===== src/shared/dlc_pkg.sv =====
/*
 * constants, field layouts and carrier types for the dpll loop configuration bank.
 * assumes one system clock for the whole bank and an 8-bit register port.
 */
// Overview of operation
// RULE1: feedback control bit 7 makes the feedback divider count falling input edges.
// RULE2: feedback control bit 0 adds a divide-by-two stage before the feedback divider.
// RULE3: software sets the prescaler above ratio 65,536 or inputs above 400 MHz.
// RULE4: loop filter tick rate is system clock over two to the 5-bit field.
// RULE5: loop rate field resets to 5, giving a divide by 32.
// RULE6: loop filter rate derives from the system clock, no separate converter clock.
// RULE7: coefficient a is 12-bit linear, 5-bit multiply shift, 3-bit divide shift.
// RULE8: coefficient b is 12-bit linear with a 3-bit divide shift.
// RULE9: coefficient c is 12-bit linear with a 3-bit divide shift.
// RULE10: frequency estimate reads as four bytes from 0x0115, low byte first, writes ignored.
// RULE11: software leaves 0x0112 to 0x0114 alone; they hold nothing.
// RULE12: feedback divide ratio is the programmed 16-bit value plus one.
// RULE13: low address holds the low byte; bits outside fields read zero.
package dlc_pkg;

   // ==========================================================
   // register offsets
   localparam logic [15:0] DLC_ADDR_FB_CTRL   = 16'h0106;
   localparam logic [15:0] DLC_ADDR_LOOP_RATE = 16'h0107;
   localparam logic [15:0] DLC_ADDR_A_LIN_LO  = 16'h0108;
   localparam logic [15:0] DLC_ADDR_A_LIN_HI  = 16'h0109;
   localparam logic [15:0] DLC_ADDR_A_MUL     = 16'h010a;
   localparam logic [15:0] DLC_ADDR_A_DIV     = 16'h010b;
   localparam logic [15:0] DLC_ADDR_B_LIN_LO  = 16'h010c;
   localparam logic [15:0] DLC_ADDR_B_LIN_HI  = 16'h010d;
   localparam logic [15:0] DLC_ADDR_B_DIV     = 16'h010e;
   localparam logic [15:0] DLC_ADDR_C_LIN_LO  = 16'h010f;
   localparam logic [15:0] DLC_ADDR_C_LIN_HI  = 16'h0110;
   localparam logic [15:0] DLC_ADDR_C_DIV     = 16'h0111;
   localparam logic [15:0] DLC_ADDR_EST_B0    = 16'h0115;
   localparam logic [15:0] DLC_ADDR_EST_B1    = 16'h0116;
   localparam logic [15:0] DLC_ADDR_EST_B2    = 16'h0117;
   localparam logic [15:0] DLC_ADDR_EST_B3    = 16'h0118;

   // ==========================================================
   // field positions and widths
   localparam int          DLC_FB_INV_BIT  = 7;
   localparam int          DLC_FB_PRE_BIT  = 0;
   localparam int          DLC_RATE_W      = 5;
   localparam int          DLC_LIN_W       = 12;
   localparam int          DLC_LIN_HI_W    = 4;
   localparam int          DLC_MUL_W       = 5;
   localparam int          DLC_DIV_W       = 3;
   localparam int          DLC_FBDIV_W     = 16;
   localparam int          DLC_EST_W       = 32;
   localparam int          DLC_TICK_CNT_W  = 31;

   // ==========================================================
   // reset values
   localparam logic [4:0]  DLC_RATE_RST    = 5'h05;
   localparam logic [7:0]  DLC_BYTE_ZERO   = 8'h00;

   // ==========================================================
   // carriers
   typedef struct packed {
      logic [15:0] addr;
      logic [7:0]  wdata;
      logic        wr;
      logic        rd;
   } dlc_bus_t;

   typedef struct packed {
      logic [11:0] a_linear;
      logic [4:0]  a_mult_shift;
      logic [2:0]  a_div_shift;
      logic [11:0] b_linear;
      logic [2:0]  b_div_shift;
      logic [11:0] c_linear;
      logic [2:0]  c_div_shift;
   } dlc_coef_t;

   // low bits that must all be set for a tick at divide 2^rate
   function automatic logic [30:0] dlc_pow2_mask(input logic [4:0] rate);
      logic [30:0] m;
      m = '0;
      for (int i = 0; i < DLC_TICK_CNT_W; i++) begin
         m[i] = (i < int'(rate));
      end
      return m;
   endfunction

endpackage


===== src/rtl/dlc_bank.sv =====
/*
 * dpll loop configuration bank: feedback path control, loop rate divider,
 * three loop filter coefficients and the read-only frequency estimate.
 * assumes the register port, the estimator and the loop filter all run on i_mclk;
 * only the feedback pin comes from outside and is synchronised inside dlc_fb_div.
 */
// Chosen here: strobed register access.
module dlc_bank (
   // clock and reset
   input  wire logic                i_mclk,
   input  wire logic                i_rst_n,
   // register port
   input  wire dlc_pkg::dlc_bus_t   i_bus,
   output logic [7:0]               o_rdata,
   // feedback path
   input  wire logic                i_fb_in,
   input  wire logic [15:0]         i_fb_div_value,
   output logic                     o_fb_div_pulse,
   // loop filter
   output logic                     o_loop_tick,
   output dlc_pkg::dlc_coef_t       o_coef,
   // frequency estimator
   input  wire logic [31:0]         i_freq_est
);

   // ==========================================================
   // storage
   logic        fb_invert_q;
   logic        fb_prescale_q;
   logic [4:0]  rate_q;
   logic [11:0] a_lin_q;
   logic [4:0]  a_mul_q;
   logic [2:0]  a_div_q;
   logic [11:0] b_lin_q;
   logic [2:0]  b_div_q;
   logic [11:0] c_lin_q;
   logic [2:0]  c_div_q;
   logic [7:0]  rdata_q;
   logic        wr;
   logic [15:0] waddr;
   logic [7:0]  wdata;

   assign wr    = i_bus.wr;
   assign waddr = i_bus.addr;
   assign wdata = i_bus.wdata;

   // ==========================================================
   // feedback control
   always_ff @(posedge i_mclk) begin
      if (!i_rst_n) begin
         fb_invert_q   <= 1'b0;
         fb_prescale_q <= 1'b0;
      end else if (wr && waddr == dlc_pkg::DLC_ADDR_FB_CTRL) begin
         fb_invert_q   <= wdata[dlc_pkg::DLC_FB_INV_BIT]; // RULE1
         fb_prescale_q <= wdata[dlc_pkg::DLC_FB_PRE_BIT]; // RULE2
      end
   end

   // ==========================================================
   // loop rate
   always_ff @(posedge i_mclk) begin
      if (!i_rst_n) begin
         rate_q <= dlc_pkg::DLC_RATE_RST; // RULE5
      end else if (wr && waddr == dlc_pkg::DLC_ADDR_LOOP_RATE) begin
         rate_q <= wdata[dlc_pkg::DLC_RATE_W-1:0]; // RULE4
      end
   end

   // ==========================================================
   // coefficient a
   always_ff @(posedge i_mclk) begin
      if (!i_rst_n) begin
         a_lin_q <= '0;
         a_mul_q <= '0;
         a_div_q <= '0;
      end else if (wr) begin
         unique case (waddr)
            dlc_pkg::DLC_ADDR_A_LIN_LO: begin
               a_lin_q[7:0] <= wdata; // RULE13
            end
            dlc_pkg::DLC_ADDR_A_LIN_HI: begin
               a_lin_q[11:8] <= wdata[dlc_pkg::DLC_LIN_HI_W-1:0]; // RULE7
            end
            dlc_pkg::DLC_ADDR_A_MUL: begin
               a_mul_q <= wdata[dlc_pkg::DLC_MUL_W-1:0]; // RULE7
            end
            dlc_pkg::DLC_ADDR_A_DIV: begin
               a_div_q <= wdata[dlc_pkg::DLC_DIV_W-1:0]; // RULE7
            end
            default: begin
            end
         endcase
      end
   end

   // ==========================================================
   // coefficient b
   always_ff @(posedge i_mclk) begin
      if (!i_rst_n) begin
         b_lin_q <= '0;
         b_div_q <= '0;
      end else if (wr) begin
         unique case (waddr)
            dlc_pkg::DLC_ADDR_B_LIN_LO: begin
               b_lin_q[7:0] <= wdata; // RULE13
            end
            dlc_pkg::DLC_ADDR_B_LIN_HI: begin
               b_lin_q[11:8] <= wdata[dlc_pkg::DLC_LIN_HI_W-1:0]; // RULE8
            end
            dlc_pkg::DLC_ADDR_B_DIV: begin
               b_div_q <= wdata[dlc_pkg::DLC_DIV_W-1:0]; // RULE8
            end
            default: begin
            end
         endcase
      end
   end

   // ==========================================================
   // coefficient c
   always_ff @(posedge i_mclk) begin
      if (!i_rst_n) begin
         c_lin_q <= '0;
         c_div_q <= '0;
      end else if (wr) begin
         unique case (waddr)
            dlc_pkg::DLC_ADDR_C_LIN_LO: begin
               c_lin_q[7:0] <= wdata; // RULE13
            end
            dlc_pkg::DLC_ADDR_C_LIN_HI: begin
               c_lin_q[11:8] <= wdata[dlc_pkg::DLC_LIN_HI_W-1:0]; // RULE9
            end
            dlc_pkg::DLC_ADDR_C_DIV: begin
               c_div_q <= wdata[dlc_pkg::DLC_DIV_W-1:0]; // RULE9
            end
            default: begin
            end
         endcase
      end
   end

   // coefficient fields leave as one registered bundle
   assign o_coef.a_linear     = a_lin_q;
   assign o_coef.a_mult_shift = a_mul_q;
   assign o_coef.a_div_shift  = a_div_q;
   assign o_coef.b_linear     = b_lin_q;
   assign o_coef.b_div_shift  = b_div_q;
   assign o_coef.c_linear     = c_lin_q;
   assign o_coef.c_div_shift  = c_div_q;

   // ==========================================================
   // read path
   // read data stand only in the cycle after the strobe, zero otherwise;
   // reserved and unmapped offsets read zero, writes to them are dropped
   always_ff @(posedge i_mclk) begin
      if (!i_rst_n) begin
         rdata_q <= dlc_pkg::DLC_BYTE_ZERO;
      end else if (!i_bus.rd) begin
         rdata_q <= dlc_pkg::DLC_BYTE_ZERO;
      end else begin
         unique case (i_bus.addr)
            dlc_pkg::DLC_ADDR_FB_CTRL: begin
               rdata_q <= {fb_invert_q, 6'h00, fb_prescale_q}; // RULE13
            end
            dlc_pkg::DLC_ADDR_LOOP_RATE: begin
               rdata_q <= {3'h0, rate_q}; // RULE13
            end
            dlc_pkg::DLC_ADDR_A_LIN_LO: begin
               rdata_q <= a_lin_q[7:0];
            end
            dlc_pkg::DLC_ADDR_A_LIN_HI: begin
               rdata_q <= {4'h0, a_lin_q[11:8]};
            end
            dlc_pkg::DLC_ADDR_A_MUL: begin
               rdata_q <= {3'h0, a_mul_q};
            end
            dlc_pkg::DLC_ADDR_A_DIV: begin
               rdata_q <= {5'h00, a_div_q};
            end
            dlc_pkg::DLC_ADDR_B_LIN_LO: begin
               rdata_q <= b_lin_q[7:0];
            end
            dlc_pkg::DLC_ADDR_B_LIN_HI: begin
               rdata_q <= {4'h0, b_lin_q[11:8]};
            end
            dlc_pkg::DLC_ADDR_B_DIV: begin
               rdata_q <= {5'h00, b_div_q};
            end
            dlc_pkg::DLC_ADDR_C_LIN_LO: begin
               rdata_q <= c_lin_q[7:0];
            end
            dlc_pkg::DLC_ADDR_C_LIN_HI: begin
               rdata_q <= {4'h0, c_lin_q[11:8]};
            end
            dlc_pkg::DLC_ADDR_C_DIV: begin
               rdata_q <= {5'h00, c_div_q};
            end
            // estimate is live from the estimator; bytes of one word may come
            // from different samples if it moves between reads
            dlc_pkg::DLC_ADDR_EST_B0: begin
               rdata_q <= i_freq_est[7:0]; // RULE10
            end
            dlc_pkg::DLC_ADDR_EST_B1: begin
               rdata_q <= i_freq_est[15:8]; // RULE10
            end
            dlc_pkg::DLC_ADDR_EST_B2: begin
               rdata_q <= i_freq_est[23:16]; // RULE10
            end
            dlc_pkg::DLC_ADDR_EST_B3: begin
               rdata_q <= i_freq_est[31:24]; // RULE10
            end
            default: begin
               rdata_q <= dlc_pkg::DLC_BYTE_ZERO; // RULE13
            end
         endcase
      end
   end

   assign o_rdata = rdata_q;

   // ==========================================================
   // datapath blocks
   dlc_fb_div u_fb_div (
      .i_mclk     (i_mclk),
      .i_rst_n    (i_rst_n),
      .i_fb_in    (i_fb_in),
      .i_invert   (fb_invert_q),
      .i_prescale (fb_prescale_q),
      .i_ratio    (i_fb_div_value),
      .o_pulse_q  (o_fb_div_pulse)
   );

   // loop tick divides the system clock itself, no converter clock of its own
   dlc_rate_div u_rate_div (
      .i_mclk   (i_mclk), // RULE6
      .i_rst_n  (i_rst_n),
      .i_rate   (rate_q),
      .o_tick_q (o_loop_tick)
   );

   // ==========================================================
   // checks
   property p_rate_reset;
      @(posedge i_mclk)
      !i_rst_n |=> rate_q == dlc_pkg::DLC_RATE_RST;
   endproperty
   a_rate_reset: assert property (p_rate_reset) else $error("rate not 5 after reset"); // RULE5

   property p_rate_readback;
      @(posedge i_mclk) disable iff (!i_rst_n)
      (wr && waddr == dlc_pkg::DLC_ADDR_LOOP_RATE)
      ##1 (i_bus.rd && i_bus.addr == dlc_pkg::DLC_ADDR_LOOP_RATE && !wr)
      |=> o_rdata == {3'h0, $past(wdata, 2) & 8'h1f};
   endproperty
   a_rate_readback: assert property (p_rate_readback) else $error("rate readback wrong"); // RULE4

   property p_fb_ctrl_readback;
      @(posedge i_mclk) disable iff (!i_rst_n)
      (wr && waddr == dlc_pkg::DLC_ADDR_FB_CTRL)
      ##1 (i_bus.rd && i_bus.addr == dlc_pkg::DLC_ADDR_FB_CTRL && !wr)
      |=> o_rdata == ($past(wdata, 2) & 8'h81);
   endproperty
   a_fb_ctrl_readback: assert property (p_fb_ctrl_readback) else $error("fb control readback wrong"); // RULE13

   property p_est_read;
      @(posedge i_mclk) disable iff (!i_rst_n)
      (i_bus.rd && i_bus.addr == dlc_pkg::DLC_ADDR_EST_B3)
      |=> o_rdata == $past(i_freq_est[31:24]);
   endproperty
   a_est_read: assert property (p_est_read) else $error("estimate top byte wrong"); // RULE10

   property p_est_low;
      @(posedge i_mclk) disable iff (!i_rst_n)
      (i_bus.rd && i_bus.addr == dlc_pkg::DLC_ADDR_EST_B0)
      |=> o_rdata == $past(i_freq_est[7:0]);
   endproperty
   a_est_low: assert property (p_est_low) else $error("estimate low byte wrong"); // RULE10

   property p_reserved_zero;
      @(posedge i_mclk) disable iff (!i_rst_n)
      (i_bus.rd && i_bus.addr >= 16'h0112 && i_bus.addr <= 16'h0114) |=> o_rdata == 8'h00;
   endproperty
   a_reserved_zero: assert property (p_reserved_zero) else $error("reserved byte not zero"); // RULE13

   property p_a_hi_read;
      @(posedge i_mclk) disable iff (!i_rst_n)
      (i_bus.rd && i_bus.addr == dlc_pkg::DLC_ADDR_A_LIN_HI) |=> o_rdata[7:4] == 4'h0;
   endproperty
   a_a_hi_read: assert property (p_a_hi_read) else $error("coef a high nibble not zero"); // RULE7

   property p_b_div_width;
      @(posedge i_mclk) disable iff (!i_rst_n)
      (wr && waddr == dlc_pkg::DLC_ADDR_B_DIV) |=> o_coef.b_div_shift == $past(wdata[2:0]);
   endproperty
   a_b_div_width: assert property (p_b_div_width) else $error("coef b divide shift wrong"); // RULE8

   property p_c_lin_pair;
      @(posedge i_mclk) disable iff (!i_rst_n)
      (wr && waddr == dlc_pkg::DLC_ADDR_C_LIN_LO) ##1 (wr && waddr == dlc_pkg::DLC_ADDR_C_LIN_HI)
      |=> o_coef.c_linear == {$past(wdata[3:0]), $past(wdata, 2)};
   endproperty
   a_c_lin_pair: assert property (p_c_lin_pair) else $error("coef c linear pairing wrong"); // RULE9

   property p_rdata_idle;
      @(posedge i_mclk) disable iff (!i_rst_n)
      !i_bus.rd |=> o_rdata == 8'h00;
   endproperty
   a_rdata_idle: assert property (p_rdata_idle) else $error("read data outside read slot"); // RULE13

endmodule


===== src/rtl/dlc_rate_div.sv =====
/*
 * loop filter sample tick: one pulse every 2^rate system clocks.
 * assumes the rate field comes from a register on the same clock.
 */
module dlc_rate_div (
   // clock and reset
   input  wire logic        i_mclk,
   input  wire logic        i_rst_n,
   // control
   input  wire logic [4:0]  i_rate,
   // tick
   output logic             o_tick_q
);

   logic [30:0] cnt_q;

   // ==========================================================
   // free running count; a rate change only moves the next tick
   always_ff @(posedge i_mclk) begin
      if (!i_rst_n) begin
         cnt_q <= '0;
      end else begin
         cnt_q <= cnt_q + 31'h1;
      end
   end

   always_ff @(posedge i_mclk) begin
      if (!i_rst_n) begin
         o_tick_q <= 1'b0;
      end else begin
         o_tick_q <= ((cnt_q & dlc_pkg::dlc_pow2_mask(i_rate))
                      == dlc_pkg::dlc_pow2_mask(i_rate)); // RULE4
      end
   end

   // ==========================================================
   // checks
   property p_tick_div8;
      @(posedge i_mclk) disable iff (!i_rst_n)
      (o_tick_q && i_rate == 5'h03) ##1 (i_rate == 5'h03) [*8] |-> o_tick_q && !$past(o_tick_q);
   endproperty
   a_tick_div8: assert property (p_tick_div8) else $error("tick period not 8"); // RULE4

   property p_tick_div1;
      @(posedge i_mclk) disable iff (!i_rst_n)
      (i_rate == 5'h00) [*2] |-> o_tick_q;
   endproperty
   a_tick_div1: assert property (p_tick_div1) else $error("tick missing at rate 0"); // RULE4

endmodule


===== src/rtl/dlc_fb_div.sv =====
/*
 * feedback path: pin synchroniser, edge select, optional /2, divide by value+1.
 * assumes the feedback pin is slow enough to be oversampled by the system clock.
 */
module dlc_fb_div (
   // clock and reset
   input  wire logic        i_mclk,
   input  wire logic        i_rst_n,
   // feedback pin
   input  wire logic        i_fb_in,
   // control
   input  wire logic        i_invert,
   input  wire logic        i_prescale,
   input  wire logic [15:0] i_ratio,
   // divided output
   output logic             o_pulse_q
);

   logic        s1_q;
   logic        s2_q;
   logic        s3_q;
   logic        half_q;
   logic [15:0] cnt_q;
   logic        evt;
   logic        pass;

   always_ff @(posedge i_mclk) begin
      if (!i_rst_n) begin
         s1_q <= 1'b0;
         s2_q <= 1'b0;
         s3_q <= 1'b0;
      end else begin
         s1_q <= i_fb_in;
         s2_q <= s1_q;
         s3_q <= s2_q;
      end
   end

   assign evt  = i_invert ? (s3_q & ~s2_q) : (s2_q & ~s3_q); // RULE1
   assign pass = evt & (~i_prescale | half_q); // RULE2

   always_ff @(posedge i_mclk) begin
      if (!i_rst_n) begin
         half_q <= 1'b0;
      end else if (evt && i_prescale) begin
         half_q <= ~half_q; // RULE2
      end
   end

   // >= keeps the count bounded when software lowers the ratio mid-count
   always_ff @(posedge i_mclk) begin
      if (!i_rst_n) begin
         cnt_q     <= '0;
         o_pulse_q <= 1'b0;
      end else begin
         o_pulse_q <= pass && (cnt_q >= i_ratio); // RULE12
         if (pass) begin
            cnt_q <= (cnt_q >= i_ratio) ? 16'h0000 : cnt_q + 16'h0001; // RULE12
         end
      end
   end

   property p_fb_fall;
      @(posedge i_mclk) disable iff (!i_rst_n)
      (i_invert && !i_prescale && i_ratio == 16'h0000 && s3_q && !s2_q) |=> o_pulse_q;
   endproperty
   a_fb_fall: assert property (p_fb_fall) else $error("falling edge not counted"); // RULE1

   property p_fb_rise_ignored;
      @(posedge i_mclk) disable iff (!i_rst_n)
      (i_invert && !(s3_q && !s2_q)) |=> !o_pulse_q;
   endproperty
   a_fb_rise_ignored: assert property (p_fb_rise_ignored) else $error("pulse without falling edge"); // RULE1

   property p_fb_pre_swallow;
      @(posedge i_mclk) disable iff (!i_rst_n)
      (i_prescale && !half_q) |=> !o_pulse_q;
   endproperty
   a_fb_pre_swallow: assert property (p_fb_pre_swallow) else $error("prescaler passed an edge"); // RULE2

   property p_fb_wrap;
      @(posedge i_mclk) disable iff (!i_rst_n)
      (pass && cnt_q == i_ratio) |=> (o_pulse_q && cnt_q == 16'h0000);
   endproperty
   a_fb_wrap: assert property (p_fb_wrap) else $error("divider did not wrap at value"); // RULE12

endmodule


===== config.mk =====
export PLATFORM = sky130hd
export DESIGN_NAME = dlc_bank
export DESIGN_NICKNAME = d
export VERILOG_FILES = /design/src/shared/dlc_pkg.sv /design/src/rtl/dlc_bank.sv /design/src/rtl/dlc_rate_div.sv /design/src/rtl/dlc_fb_div.sv
export SDC_FILE = /design/constraint.sdc
export NUM_CORES = 1
export LEC_CHECK = 0
export BUFFER_PORTS_ARGS = -buffer_cell sky130_fd_sc_hd__buf_2
export CELL_PAD_IN_SITES_DETAIL_PLACEMENT = 2
export CELL_PAD_IN_SITES_GLOBAL_PLACEMENT = 2
export CORE_MARGIN = 5
export CORE_UTILIZATION = 35
export DETAILED_ROUTE_END_ITERATION = 8
export PLACE_DENSITY = 0.86
export SLEW_MARGIN = 20
export SYNTH_ARGS = -nofsm -noshare
export SYNTH_HDL_FRONTEND = slang
export SYNTH_SLANG_ARGS = --single-unit

===== constraint.sdc =====
create_clock -name i_mclk -period 5.3 [get_ports i_mclk]
set_input_delay 1.59 -clock i_mclk [delete_from_list [all_inputs] [get_ports i_mclk]]
set_output_delay 1.59 -clock i_mclk [all_outputs]
set_load 0.005 [all_outputs]

# == Word level (Yosys, flattened, before mapping) ==
# Index checks and enable logic that the tools add are counted.
# W data, S select, Z words.
# word_totals
regBits,118
latchBits,0
ram_bits,0
mem_bits_ro,0
inputBits,77
output_inout_bits,60
elab_cells,100
n_memories,0
# op_classes
n_addsub,2
mul,0
n_div,0
n_lt_le_gt_ge,32
n_eq_ne,17
shift,0
mux,3
n_bitwise,9
reduce_logical,15
# ops
cell,count
$eq A16 B9 Y1 const B,16
$pmux W8 S16,1
$lt A5 B5 Y1 const A,15
$lt A4 B5 Y1 const A,8
$add A31 B1 Y31 const B,1
$and A31 B31 Y31,1
$eq A31 B31 Y1,1
$reduce_and A2 Y1,11
$lt A3 B5 Y1 const A,4
$add A16 B1 Y16 const B,1
$ge A16 B16 Y1,1
$mux W16,1
$lt A1 B5 Y1 const A,2
$lt A2 B5 Y1 const A,2
$logic_and A1 B1 Y1,4
$not A1 Y1,4
$and A1 B1 Y1,3
$mux W1,1
$or A1 B1 Y1,1

# == Logic depth before layout (Yosys ltp) ==
# depth
ltp_word,5
mapped_depth,9
depth_no_buf,8

# == Modules after synthesis ==
# From an unflattened synthesis, not the netlist that was laid out.
# hier_totals
cells_unflattened,749
hier_area_um2,6617.6
# by_module_without_submodules
mod,n_inst,cells_each,area_per_inst_um2,seq_area_each_um2
dlc_bank,1,370,3415.8,1301.2
dlc_rate_div,1,225,1851.8,640.6
dlc_fb_div,1,154,1350.0,420.4

# == Worst setup path after synthesis ==
# No wires, ideal clock.
# synth_timing
kind,in2reg
from,input i_bus[19] (netlist bit)
to,"register rdata_q[4], in the netlist o_rdata[4]"
setup_time_ns,0.074
t_arrival_ns,3.214
required_time_ns,5.226
path_slack_ns,2.012
stages,7
path_buffers,2
cell_sequence,or4b_1 -> buf_2 -> nor2_8 -> nand2_2 -> or4_1 -> buf_2 -> a31oi_1
# synth_between
elab_chain_len,2
word_cells_on_any_way,17
classes_between,eq/ne (16); mux (1)
# synth_lines
item,line_no,source
from (decl),dlc_bank.sv:13,"input wire dlc_pkg::dlc_bus_t i_bus,"
$eq A16 B9 Y1,dlc_bank.sv:161,unique case (i_bus.addr)
$pmux W8 S16 *,dlc_bank.sv:161,
to (signal assigned),dlc_bank.sv:159,rdata_q <= dlc_pkg::DLC_BYTE_ZERO;
to (signal assigned),dlc_bank.sv:163,"rdata_q <= {fb_invert_q, 6'h00, fb_prescale_q};"
to (signal assigned),dlc_bank.sv:166,"rdata_q <= {3'h0, rate_q};"
to (decl),dlc_bank.sv:38,logic [7:0] rdata_q;
# Mark *: on every way between the ends. The rest lies on a longest branch, timed or not.
# A chain may end at the register's enable or synchronous reset.

# == Final worst setup path ==
# layout_timing
from,input i_bus[23] (netlist bit)
to,register b_lin_q[1]
# layout_between
elab_chain_len,2
# layout_lines
item,line_no,source
$eq A16 B9 Y1,dlc_bank.sv:103,unique case (waddr)
$reduce_and A2 Y1 (no source line),n/a,
to (signal assigned),dlc_bank.sv:105,b_lin_q[7:0] <= wdata;
to (decl),dlc_bank.sv:34,logic [11:0] b_lin_q;
# Every way passes these cells.

==> flow_metrics.tcl <==
set metrics [dict create \
    outcome "complete, no violations" \
    worst_ir_drop_vdd_mv 0.235 \
    synth_nets 847 \
    muxShareOfSynthArea_pct 7.20 \
    wirelength_mm 24.9 \
    cts_inserted_buffers 17 \
    overflow 0 \
    drc 0 \
    grt_pass1_wl_mm 40.1 \
    final_util_pct 43.6 \
    slew_viol_final 0 \
    grt_setup_unrepaired "no" \
    hold_viol 0 \
    clock-sinks 118 \
    io_pins 137 \
    num_antenna_cells 0 \
    powerDensity_nw_per_um2 284 \
    use_met2_pct 40.2 \
    required_ns 5.59 \
    drt_iter0_markers 413 \
    drive_gt1_share_pct 21.7 \
    worst_setup_path_end_kind "flop" \
    syn_to_final_growth_pct 22.3 \
    multi_input_area_um2 3800 \
    ant_nets 0 \
    synth_warnings 0 \
    yosys.area_share.simple_pct 27.8 \
    clock.fmax_mhz 260 \
    critical_path_class "input port to flop" \
    yosys_register_bits 118 \
    fin_nets 966 \
    setup_viol 0 \
    synth_top_family_by_area "simple AND/OR/NAND/NOR gates" \
    dieWidth_um 146 \
    worstSkewPairLatency_ns 0.43 \
    dpl-instance-area_um2 7270 \
    yosysSeqAreaShare_pct 36.7 \
    syn_inst 752 \
    register_area_um2 2360 \
    vias 6355 \
    fp.dieArea_um2 21200 \
    critPathArrivalTime_ns 4.14 \
    leakagePower_nw 3.19 \
    finalCritPeriodShare_pct 72.5 \
    htree_num_levels 4 \
    gp_congestion 0.896 \
    num_rows 49 \
    gr-usage-met3_pct 5.01 \
    n_fill_cell 2004 \
    layout_common_cells "136 x buf_2, 118 x dfxtp_1, 88 x nand2_1" \
    start_kind "input port" \
    post-route-cell-area_um2 7870 \
    clk_pin_slew_ns 0.06 \
    post-route-min-period_ns 3.84 \
    skew_ns 0.00945 \
    synth-edff-count 0 \
    finalSetupTns_ns 0 \
    postSynthAreaPerCell_um2 8.55 \
    viasPerCell 5.71 \
    dp_hpwl_mm 17.9 \
    cp_max_fo 15 \
    firstDrtPassIters 5 \
    async_flop_share_pct 0 \
    slew_headroom_pct 25.0 \
    synth_fa_ha_area_share_pct 3.50 \
    yosys.area_share.xor_xnor_pct 5.31 \
    ctsResizeCount 0 \
    worst_slew_pin_slew_ns 1.11 \
    core_area_um2 18000 \
    clockRootBuffer "clkbuf_16" \
    reg2reg_setup_slack_ns 2.82 \
    initial_core_util_pct 35.7 \
    hold_buffers 0 \
    ys_types 65 \
    antenna_found_initial 0 \
    total_power_mw 2.23 \
    cap_violations 0 \
    final_common_cell "buf_2" \
    clk_path_buf_depth 2 \
    postCtsSetupRepairBufs 0 \
    dp_cells 1081 \
    cts_tree "built" \
    wl_per_cell_um 22.4 \
    synth_compound_area_share_pct 15.3 \
    grt_pass1_vias 7012 \
    stdcell_count 1113 \
    netlist_area_um2 6430 \
    met1_usage_pct 28.0 \
    synth-main-ff-cell "dfxtp_1" \
    portBuffers 136 \
    die_y_um 146 \
    grt_max_degree 56 \
    grtUsageTotal_pct 23.4 \
    hold_class "flop to flop" \
    busiest_layer "met2" \
]
## kinds of logic after synthesis
family                   after synthesis
XOR/XNOR                              39
AND/OR/NAND/NOR                      321
multiplexers                          46
buffers and inverters                 68
adder cells (fa/ha/maj)               18
AO/OA/AOI/OAI                        142
flip-flops                           118
## registers in the layout, indices dropped and copies added (netlist names)
register	cells
u_fb_div.s1_q	1
rate_q	5
fb_prescale_q	1
a_lin_q	12
c_lin_q	12
u_rate_div.cnt_q	31
o_rdata	8
c_div_q	3
a_mul_q	5
u_fb_div.half_q	1
b_lin_q	12
b_div_q	3
u_fb_div.s2_q	1
u_rate_div.o_tick_q	1
u_fb_div.cnt_q	16
fb_invert_q	1
u_fb_div.o_pulse_q	1
u_fb_div.s3_q	1
a_div_q	3
## path summary, 6_finish.rpt
path / startpoint / endpoint / cells after the start
hold reg to reg: u_fb_div.s1_q / u_fb_div.s2_q / 1
setup / recovery: i_bus[23] / b_lin_q[1] / 7
setup reg to reg: u_rate_div.cnt_q[2] / u_rate_div.cnt_q[27] / 6
hold / removal: u_fb_div.s1_q / u_fb_div.s2_q / 1
## area by class of cell
cell class | count | share of cell area (%)
Clock inverter | 14 | 1.92
Tap cell | 229 | 3.64
Clock buffer | 18 | 5.58
Multi-Input combinational cell | 566 | 48.3
Sequential cell | 118 | 30.0
Inverter | 25 | 1.19
Timing Repair Buffer | 143 | 9.32
## layer usage
layer | up-vias | share of wire, %
li1 | 2930 | -
met1 | 3131 | 42
met2 | 229 | 50
met3 | 65 | 5.2
met4 | 0 | 3.7
met5 | - | 0
## cell usage after synthesis, types with 6 or more instances
library cell  number  area share, %
dfxtp_1          118             37
nand2_1           88            5.1
nor2b_1           49            4.8
mux2i_1           44            6.9
nand3_1           35            2.7
clkbuf_1          32            1.9
a21oi_1           31            2.4
and2_1            27            2.6
nor2_1            27            1.6
inv_1             25            1.5
xnor2_1           24            3.3
a21boi_0          22            2.6
nand4_1           22            2.1
ha_1              18            3.5
o21ai_0           18            1.4
xor2_1            15            2.0
nor3_1            13            1.0
a31oi_1           11            1.1
and3_1            11            1.1
a21boi_1           9            1.1
buf_2              9           0.70
a221oi_1           7           0.95
a22oi_1            7           0.82
nand2b_1           7           0.68
a32oi_1            6           0.82
## where the power goes
part           internal [mW]  leakage (nW)  total (mW)  switching (mW)
clock                  0.707         0.287        1.17           0.464
combinational         0.0612          1.95       0.150          0.0884
sequential             0.897         0.952       0.910          0.0131
## worst max-delay path: stages
cell and delay, ns:
buf_2 0.11, nor4_2 0.59, nand2_2 0.29, nor3_2 0.88
nand2_1 0.40, nand2_1 0.16, a21boi_0 0.11
## metrics by stage
step / setup slack (ns) / hold slack, ns
5_1_grt: 1.29 / 0.491
3_3_place_gp: 1.22 / 0.449
3_5_place_dp: 1.13 / 0.462
4_1_cts: 1.50 / 0.476
2_1_floorplan: 2.01 / 0.412
6_report: 1.46 / 0.463
Note: power is estimated with default switching activity, not from simulation.
